[src/hw/atr_defines.svh]
// Offsets, field positions and reset values of the task-file register bank.
// Assumes an 8-bit register port with a 4-bit offset, as decoded by the host front end.
`ifndef ATR_DEFINES_SVH
`define ATR_DEFINES_SVH

`define ATR_OFF_SECCNT      4'h2
`define ATR_OFF_SECTOR      4'h3
`define ATR_OFF_CYL_LO      4'h4
`define ATR_OFF_CYL_HI      4'h5
`define ATR_OFF_CARD_HEAD   4'h6
`define ATR_OFF_STATE       4'h7
`define ATR_OFF_SHADOW_CTL  4'hE
`define ATR_OFF_DRIVE_VIEW  4'hF
`define ATR_OFF_ERROR       4'h1

`define ATR_CH_LBA_BIT      6
`define ATR_CH_CARD_BIT     4
`define ATR_CTL_SRST_BIT    2
`define ATR_CTL_IDIS_BIT    1
`define ATR_ERR_ABORTED_COMMAND_FLAG_BIT    2

`define ATR_CARD_HEAD_RST   8'hA0
`define ATR_BYTE_RST        8'h00
`define ATR_UNMAPPED_READ   8'hFF

`endif

[src/hw/atr_pkg.sv]
// Types shared by the task-file register bank.
// Assumes the defines header is compiled alongside.
package atr_pkg;

  typedef struct packed {
    logic       busy;
    logic       ready;
    logic       write_fault_flag;
    logic       seek_complete_flag;
    logic       data_request_flag;
    logic       corrected_error_flag;
    logic       index_flag;
    logic       error;
  } atr_state_t;

  typedef struct packed {
    logic [3:0] addr;
    logic       rd;
    logic       wr;
    logic [7:0] wdata;
  } atr_req_t;

  typedef struct packed {
    logic       busy;
    logic       ready;
    logic       write_fault;
    logic       data_request;
    logic       corrected;
    logic       error;
    logic       abort;
    logic       done;
    logic       write_active;
    logic       sector_dec;
    logic       dma_want;
  } atr_core_t;

  typedef enum logic [1:0] {
    ATR_RUN,
    ATR_SOFT_RESET
  } atr_mode_t;

endpackage

[src/hw/atr_task_file.sv]
// Task-file register bank: address registers, status views, device control and drive view.
// Assumes one-cycle read/write strobes synchronous to clk, and a core that reports state.
`timescale 1ns/1ns
`include "atr_defines.svh"

module atr_task_file
  import atr_pkg::*;
#(
  parameter logic CARD_ID = 1'b0
)
(
  input  wire logic       clk,
  input  wire logic       rst,
  input  wire atr_req_t   host_req,
  input  wire atr_core_t  core,
  output logic [7:0]      host_rdata,
  output logic            host_irq,
  output logic            dma_request,
  output logic            soft_reset,
  output logic            lba_mode,
  output logic [27:0]     target_address,
  output logic            card_selected,
  output logic [7:0]      sector_count
);

  logic [7:0]  sector_ff;
  logic [7:0]  cyl_lo_ff;
  logic [7:0]  cyl_hi_ff;
  logic [7:0]  card_head_ff;
  logic [7:0]  seccnt_ff;
  logic        srst_ff;
  logic        irq_dis_ff;
  logic        abort_ff;
  logic        irq_ff;
  logic        drq_prev_ff;
  logic        dma_ff;
  logic [7:0]  rdata_ff;
  logic        lba_ff;
  logic [27:0] addr_ff;
  logic        sel_ff;
  atr_state_t  state_now;
  atr_mode_t   mode_ff;
  logic        addr_wr_ok;
  logic        irq_event;
  logic        primary_read;
  logic [7:0]  nxt_rdata;
  logic [7:0]  drive_view;
  logic [7:0]  error_view;
  logic        take_sector;
  logic        take_cyl_lo;
  logic        take_cyl_hi;
  logic        take_card_head;
  logic        take_seccnt;
  logic        take_ctl;

  function automatic logic hit_wr(input atr_req_t r, input logic [3:0] off);
    hit_wr = r.wr && (r.addr == off);
  endfunction

  // Soft reset clears command state like a hardware reset but keeps the address registers.
  function automatic logic in_reset(input logic r, input atr_mode_t m);
    in_reset = r || (m == ATR_SOFT_RESET);
  endfunction

  // Busy blanks every other status bit, since none of them is valid meanwhile.
  always_comb
  begin
    state_now                      = '0;
    state_now.busy                 = core.busy;
    if (!core.busy)
    begin
      state_now.ready                = core.ready && (mode_ff == ATR_RUN);
      state_now.write_fault_flag     = core.write_fault;
      state_now.seek_complete_flag   = core.ready;
      state_now.data_request_flag    = core.data_request;
      state_now.corrected_error_flag = core.corrected;
      state_now.index_flag           = 1'b0;
      state_now.error                = core.error;
    end
  end

  assign addr_wr_ok   = !core.busy && (mode_ff == ATR_RUN);
  assign primary_read = host_req.rd && (host_req.addr == `ATR_OFF_STATE);
  assign irq_event    = core.done || (core.data_request && !drq_prev_ff);

  // A refused write is dropped silently; the host learns of it only by reading back.
  assign take_sector    = addr_wr_ok && hit_wr(host_req, `ATR_OFF_SECTOR);
  assign take_cyl_lo    = addr_wr_ok && hit_wr(host_req, `ATR_OFF_CYL_LO);
  assign take_cyl_hi    = addr_wr_ok && hit_wr(host_req, `ATR_OFF_CYL_HI);
  assign take_card_head = addr_wr_ok && hit_wr(host_req, `ATR_OFF_CARD_HEAD);
  assign take_seccnt    = addr_wr_ok && hit_wr(host_req, `ATR_OFF_SECCNT);
  assign take_ctl       = hit_wr(host_req, `ATR_OFF_SHADOW_CTL);

  always_ff @(posedge clk)
  begin
    if (rst)
    begin
      sector_ff <= `ATR_BYTE_RST;
    end
    else if (take_sector)
    begin
      sector_ff <= host_req.wdata;
    end
  end

  always_ff @(posedge clk)
  begin
    if (rst)
    begin
      cyl_lo_ff <= `ATR_BYTE_RST;
    end
    else if (take_cyl_lo)
    begin
      cyl_lo_ff <= host_req.wdata;
    end
  end

  always_ff @(posedge clk)
  begin
    if (rst)
    begin
      cyl_hi_ff <= `ATR_BYTE_RST;
    end
    else if (take_cyl_hi)
    begin
      cyl_hi_ff <= host_req.wdata;
    end
  end

  always_ff @(posedge clk)
  begin
    if (rst)
    begin
      card_head_ff <= `ATR_CARD_HEAD_RST;
    end
    else if (take_card_head)
    begin
      // Bits 7 and 5 are stored as written; nothing here depends on them.
      card_head_ff <= host_req.wdata;
    end
  end

  always_ff @(posedge clk)
  begin
    // Zero stands for 256 sectors, so a decrement from zero leaves 255 to go.
    if (rst)
    begin
      seccnt_ff <= `ATR_BYTE_RST;
    end
    else if (take_seccnt)
    begin
      seccnt_ff <= host_req.wdata;
    end
    else if (core.sector_dec)
    begin
      seccnt_ff <= seccnt_ff - 8'h01;
    end
  end

  // Control is written regardless of busy so a hung command can be reset.
  always_ff @(posedge clk)
  begin
    if (rst)
    begin
      srst_ff <= 1'b0;
    end
    else if (take_ctl)
    begin
      srst_ff <= host_req.wdata[`ATR_CTL_SRST_BIT];
    end
  end

  always_ff @(posedge clk)
  begin
    if (rst)
    begin
      irq_dis_ff <= 1'b0;
    end
    else if (take_ctl)
    begin
      irq_dis_ff <= host_req.wdata[`ATR_CTL_IDIS_BIT];
    end
  end

  always_ff @(posedge clk)
  begin
    if (rst)
    begin
      mode_ff <= ATR_RUN;
    end
    else if (take_ctl)
    begin
      mode_ff <= host_req.wdata[`ATR_CTL_SRST_BIT] ? ATR_SOFT_RESET : ATR_RUN;
    end
  end

  // Error abort flag: a new abort beats a clearing completion in the same cycle.
  always_ff @(posedge clk)
  begin
    if (in_reset(rst, mode_ff))
    begin
      abort_ff <= 1'b0;
    end
    else if (core.abort)
    begin
      abort_ff <= 1'b1;
    end
    else if (core.done)
    begin
      abort_ff <= 1'b0;
    end
  end

  always_ff @(posedge clk)
  begin
    if (in_reset(rst, mode_ff))
    begin
      drq_prev_ff <= 1'b0;
    end
    else
    begin
      drq_prev_ff <= core.data_request;
    end
  end

  // An event while interrupts are disabled is dropped, not held for later.
  always_ff @(posedge clk)
  begin
    if (in_reset(rst, mode_ff))
    begin
      irq_ff <= 1'b0;
    end
    else if (irq_event && !irq_dis_ff)
    begin
      irq_ff <= 1'b1;
    end
    else if (primary_read)
    begin
      irq_ff <= 1'b0;
    end
  end

  always_ff @(posedge clk)
  begin
    if (in_reset(rst, mode_ff))
    begin
      dma_ff <= 1'b0;
    end
    else
    begin
      dma_ff <= core.dma_want && (core.busy || core.data_request);
    end
  end

  // These views lag the registers by one clock, so the core must not use them on a write.
  always_ff @(posedge clk)
  begin
    if (rst)
    begin
      lba_ff <= 1'b0;
    end
    else
    begin
      lba_ff <= card_head_ff[`ATR_CH_LBA_BIT];
    end
  end

  always_ff @(posedge clk)
  begin
    if (rst)
    begin
      addr_ff <= '0;
    end
    else
    begin
      addr_ff <= {card_head_ff[3:0], cyl_hi_ff, cyl_lo_ff, sector_ff};
    end
  end

  always_ff @(posedge clk)
  begin
    if (rst)
    begin
      sel_ff <= 1'b0;
    end
    else
    begin
      sel_ff <= card_head_ff[`ATR_CH_CARD_BIT] == CARD_ID;
    end
  end

  // Bit 7 is left at zero; a shared floppy controller may own it.
  always_comb
  begin
    drive_view      = 8'h00;
    drive_view[6]   = !core.write_active;
    drive_view[5:2] = ~card_head_ff[3:0];
    drive_view[1]   = !(sel_ff && card_head_ff[`ATR_CH_CARD_BIT]);
    drive_view[0]   = !(sel_ff && !card_head_ff[`ATR_CH_CARD_BIT]);
  end

  always_comb
  begin
    error_view                    = 8'h00;
    error_view[`ATR_ERR_ABORTED_COMMAND_FLAG_BIT] = abort_ff;
  end

  always_comb
  begin
    nxt_rdata = `ATR_UNMAPPED_READ;
    unique case (host_req.addr)
      `ATR_OFF_ERROR:      nxt_rdata = error_view;
      `ATR_OFF_SECCNT:     nxt_rdata = seccnt_ff;
      `ATR_OFF_SECTOR:     nxt_rdata = sector_ff;
      `ATR_OFF_CYL_LO:     nxt_rdata = cyl_lo_ff;
      `ATR_OFF_CYL_HI:     nxt_rdata = cyl_hi_ff;
      `ATR_OFF_CARD_HEAD:  nxt_rdata = card_head_ff;
      `ATR_OFF_STATE,
      `ATR_OFF_SHADOW_CTL: nxt_rdata = state_now;
      `ATR_OFF_DRIVE_VIEW: nxt_rdata = drive_view;
      default:             nxt_rdata = `ATR_UNMAPPED_READ;
    endcase
  end

  always_ff @(posedge clk)
  begin
    // Read data holds between reads so a slow host may sample it late.
    if (rst)
    begin
      rdata_ff <= `ATR_BYTE_RST;
    end
    else if (host_req.rd)
    begin
      rdata_ff <= nxt_rdata;
    end
  end

  assign host_rdata     = rdata_ff;
  assign host_irq       = irq_ff;
  assign dma_request    = dma_ff;
  assign soft_reset     = srst_ff;
  assign lba_mode       = lba_ff;
  assign target_address = addr_ff;
  assign card_selected  = sel_ff;
  assign sector_count   = seccnt_ff;

endmodule

[config.mk]
export PLATFORM = sky130hd
export DESIGN_NAME = atr_task_file
export DESIGN_NICKNAME = d
export VERILOG_FILES = /design/src/hw/atr_pkg.sv /design/src/hw/atr_task_file.sv
export VERILOG_INCLUDE_DIRS = /design/src /design/src/hw
export SDC_FILE = /design/constraint.sdc
export NUM_CORES = 1
export LEC_CHECK = 0
export BUFFER_PORTS_ARGS = -buffer_cell sky130_fd_sc_hd__buf_2
export CORE_ASPECT_RATIO = 0.7
export CORE_MARGIN = 8
export CORE_UTILIZATION = 50
export DETAILED_ROUTE_END_ITERATION = 16
export PLACE_DENSITY = 0.74
export REMOVE_ABC_BUFFERS = 1
export SETUP_SLACK_MARGIN = 0.15
export SLEW_MARGIN = 25
export SYNTH_ARGS = -nofsm -noshare
export SYNTH_HDL_FRONTEND = slang
export SYNTH_SLANG_ARGS = --single-unit
[constraint.sdc]
create_clock -name clk -period 2.1 [get_ports clk]
set_input_delay 0.315 -clock clk [delete_from_list [all_inputs] [get_ports clk]]
set_output_delay 0.315 -clock clk [all_outputs]
set_load 0.005 [all_outputs]
Word-level counts from Yosys, hierarchy flattened
Cells that the tools add are included.
{"block": "totals", "regBits": 86, "inputBits": 27, "wordCells": 72}
{"block": "op_classes", "n_addsub": 1, "eq_ne": 10, "mux": 9, "n_bitwise": 2, "reduce_logical": 34}
{"cell": "8-bit case mux with 8 select lines", "count": 1}
{"cell": "1-bit logical AND", "count": 19}
{"cell": "4-bit by 3-bit equality test with 1-bit output, second input constant", "count": 4}
{"cell": "8-bit two-way mux", "count": 2}
{"cell": "4-bit by 2-bit equality test with 1-bit output, second input constant", "count": 2}
{"cell": "4-bit equality test, second input constant", "count": 2}
{"cell": "8-bit by 1-bit subtractor with 8-bit output, second input constant", "count": 1}
{"cell": "1-bit logical NOT", "count": 7}
{"cell": "7-bit two-way mux", "count": 1}
{"cell": "2-bit nonzero test", "count": 3}
{"cell": "1-bit two-way mux", "count": 5}
{"cell": "4-bit by 1-bit equality test with 1-bit output, second input constant", "count": 1}
{"cell": "4-bit NOT", "count": 1}
{"cell": "1-bit logical OR", "count": 3}
{"cell": "2-bit by 1-bit equality test with 1-bit output, second input constant", "count": 1}
{"cell": "2-bit logical NOT", "count": 1}
{"cell": "2-bit OR reduction", "count": 1}
{"cell": "1-bit NOT", "count": 1}

Logic depth before layout (Yosys ltp)
{"block": "logic_depth", "depth_word": 5, "depth_mapped": 7, "mapped_depth_nobuf": 6}

Worst setup path before layout
Ideal clock, no wire load.
{"block": "synth_path", "kind": "input to register", "from": "input host_req[13] in the netlist's numbering", "to": "register card_head_ff[5]", "setup_time_ns": 0.120, "arrival_ns": 1.440, "slack_ns": 0.540, "cell_stages": 5, "path_buffers": 1, "cell_sequence": "buf_2 nand3b_4 nor4_4 nor2b_1 a211o_1"}
{"block": "synth_between", "elab_chain_len": 3}
{"item": "from (decl)", "line_no": "atr_task_file.sv:14", "text": "input wire atr_req_t host_req,"}
{"item": "4-bit by 3-bit equality test with 1-bit output", "line_no": "atr_task_file.sv:57", "text": "hit_wr = r.wr && (r.addr == off);"}
{"item": "1-bit logical AND", "line_no": "atr_task_file.sv:57"}
{"item": "1-bit logical AND", "line_no": "atr_task_file.sv:90", "text": "assign take_card_head = addr_wr_ok && hit_wr(host_req, `ATR_OFF_CARD_HEAD);"}
{"item": "to (signal assigned)", "line_no": "atr_task_file.sv:134", "text": "card_head_ff <= `ATR_CARD_HEAD_RST;"}
{"item": "to (signal assigned)", "line_no": "atr_task_file.sv:139", "text": "card_head_ff <= host_req.wdata;"}
{"item": "to (decl)", "line_no": "atr_task_file.sv:29", "text": "logic [7:0] card_head_ff;"}
Every way passes these cells.
A chain may end at the register's enable or synchronous reset.

==> metrics.yaml <==
global_route:
  grt_pass1_vias: 2960
  grt_pass1_wl_mm: 15.4
  antenna_found_initial: 0
  grt_max_degree: 31
  grt_usage_pct: 19.6
  grt.overflow.total: 0
detailed_routing:
  first_pass_iters: 5
  routed_wl_mm: 9.92
  vias: 3100
  wl_per_cell_um: 17.8
  first_iter_violations: 222
  post-route-drc-count: 0
  antenna_left: 0
  viasPerCell: 5.58
sta:
  maxSlewHeadroom_pct: 59.6
  slew_viol_final: 0
  max_slew.worst_pin.slew_ps: 606
  setup_tns_ps: 0
  final.period_utilization_pct: 79.5
  rsz0062_at_grt: "false"
  period_needed_ps: 1670
  hold_violations: 0
  fmax_ghz: 0.599
  fin_skew_ps: 10.2
  setup_viol: 0
finish:
  drive_above_1_share_pct: 27.1
  antenna_cells: 0
  synthToLayoutAreaGrowth_pct: 21.4
  nNetsFinal: 485
clock_tree:
  h-tree-depth: 3
  root_buffer: "clkbuf_8"
  cts_buffers: 9
  cts_tree: "built"
  cts_resized: 0
  path_clk_slew_ps: 80
  cts_sinks: 84
  cts_buffer_depth: 2
  cts.hold.buffers_added: 0
  clock_latency_ps: 360
  postCtsSetupRepairBufs: 0
critical_path:
  cp.buffers_inverters: 1
  start_kind: "flop"
  worstPathMaxFanout: 8
  critPathKind: "flop to flop"
  crit_cells: 5
  cpMaxStageDelayCell: "nor4b_4"
  critPathRequiredTime_ps: 2350
  critPathTopFamily: "simple AND/OR/NAND/NOR gates"
  worstPathArrival_ps: 1920
  worstRegToRegCells: 5
  crit_path_max_incr_delay_ps: 500
  path_cells: "nor4b_4 -> and2_1 -> buf_4 -> mux2i_1 -> nor2_1"
  cp-end-kind: "flop"
die:
  io_pins: 76
  die_y_um: 86.7
  dieArea_sq_um: 10100
  core-area_sq_um: 6850
  chipWidth_um: 117
  num_rows: 25
  start_util_pct: 52.1
power_and_ir_drop:
  power.leakage_nw: 1.87
  power_mw: 3.43
  powerDensity_nw_per_um2: 791
  vdd_drop_max_mv: 0.502
placed_design:
  place.gp.congestion: 0.928
  port_buffers: 75
  dp_hpwl_mm: 7.26
synthesis:
  ys.warnings.count: 0
  synthArstFlopShare_pct: 0
  ys_types: 53
  synth.avg_cell_area_sq_um: 9.55
  synthCells: 374
  synth_flop_cell: "dfxtp_1"
  synth_edf_count: 0
  seq_area_frac_synth_pct: 47.1
  syn_area_sq_um: 3570
  ys_ff_latch: 84
worst_hold_path:
  whs_path_depth: 3
  holdCritPathClass: "input pin to flop"
run_status:
  status: "complete, no violations"
run:
  maxCapViolCount: 0
[synthesized netlist by cell type, types with 2 or more instances]
library cell | count | area [sq um]
a211o_1 | 2 | 17.5
a211oi_1 | 10 | 75.1
a21oi_1 | 17 | 85.1
a221oi_1 | 3 | 26.3
a22o_1 | 6 | 52.6
a311oi_1 | 4 | 35.0
a31oi_1 | 3 | 18.8
buf_2 | 12 | 60.1
buf_4 | 2 | 15.0
buf_6 | 4 | 45.0
clkbuf_1 | 8 | 30.0
dfxtp_1 | 84 | 1680
inv_1 | 6 | 22.5
mux2_2 | 3 | 33.8
mux2i_1 | 28 | 280
nand2_1 | 23 | 86.3
nand3_1 | 13 | 65.1
nand3b_1 | 5 | 37.5
nand4b_1 | 2 | 17.5
nor2_1 | 46 | 173
nor2b_1 | 35 | 219
nor3_1 | 6 | 30.0
nor3_2 | 2 | 20.0
nor3b_1 | 4 | 30.0
o21ai_0 | 9 | 45.0
o21bai_1 | 2 | 15.0
o2bb2ai_1 | 4 | 35.0
xnor2_1 | 6 | 52.6
[area by class of cell]
type,count,area [sq um]
fill,612,2510
multi-input combinational,257,1710
sequential,84,1680
timing repair buffer,99,568
clock buffer,12,135
tap,94,118
clock inverter,4,97.6
inverter,6,22.5
[cell usage in the layout, fill, tap and decap left out, drive strengths merged, types with 2 or more instances in the layout]
cell	instances
mux2i	28
o2bb2ai	4
clkbuf	12
nand4b	2
a311oi	4
nor4	2
dfxtp	84
nor2b	35
a21oi	17
nor2	46
a211oi	10
nor3	8
nand2	23
nand3b	6
nand3	13
xnor2	6
a221oi	3
a211o	2
mux2	3
a22o	6
o21bai	2
bufinv	3
a31oi	3
nor3b	5
buf	99
inv	6
o21ai	9
[metrics by stage]
step           hold WS [ps]  worst slack, ps  instances  utilization (%)  area, sq um
3_5_place_dp            469              243        540             59.9         4100
2_1_floorplan           382              271        347                -         3420
3_3_place_gp            462              293        540             59.9         4100
6_report                196              430        556             63.3         4340
5_1_grt                 198              312        556             63.3         4340
4_1_cts                 187              403        556             63.3         4340
[final timing paths]
kind / from / end / slack [ps]
min: core[0] / dma_request$_SDFF_PP0_ / 200
max: soft_reset$_SDFFE_PP0P_ / sector_ff[2]$_SDFFE_PP0P_ / 430
min reg2reg: cyl_lo_ff[0]$_SDFFE_PP0P_ / cyl_lo_ff[0]$_SDFFE_PP0P_ / 480
max reg2reg: soft_reset$_SDFFE_PP0P_ / sector_ff[2]$_SDFFE_PP0P_ / 430
[logic make-up after synthesis]
logic type | after synthesis | synth area share, %
buffers and inverters | 33 | 4.94
AND/OR/NAND/NOR | 149 | 23.4
AO/OA/AOI/OAI | 69 | 13.7
adder cells (fa/ha/maj) | 1 | 0.350
flip-flops | 84 | 47.1
multiplexers | 31 | 8.79
XOR/XNOR | 7 | 1.72
[per-layer routing]
| layer | share of wire (%) | track usage [%] |
|---|---|---|
| met1 | 47 | 27.4 |
| met2 | 43 | 28.8 |
| met3 | 8.9 | 4.93 |
| met4 | 1.4 | 5.90 |
| met5 | 0 | 0 |
[power breakdown]
part / switching [mW] / internal [mW]
Clock: 0.570 / 0.792
Combinational: 0.207 / 0.170
Sequential: 0.0511 / 1.64
Total: 0.829 / 2.60
[registers in the layout, indices dropped and copies added (netlist names)]
| name | flops |
|---|---|
| abort_ff | 1 |
| lba_mode | 1 |
| sector_count | 8 |
| soft_reset | 1 |
| cyl_lo_ff | 8 |
| drq_prev_ff | 1 |
| cyl_hi_ff | 8 |
| card_selected | 1 |
| host_irq | 1 |
| host_rdata | 8 |
| irq_dis_ff | 1 |
| dma_request | 1 |
| card_head_ff | 8 |
| sector_ff | 8 |
| target_address | 28 |
[worst min-delay path, cell delays in order]
cell and delay, ps:
buf_2 90, o21ai_0 60, nor3_1 40
Note: power is estimated with default switching activity, not from simulation.
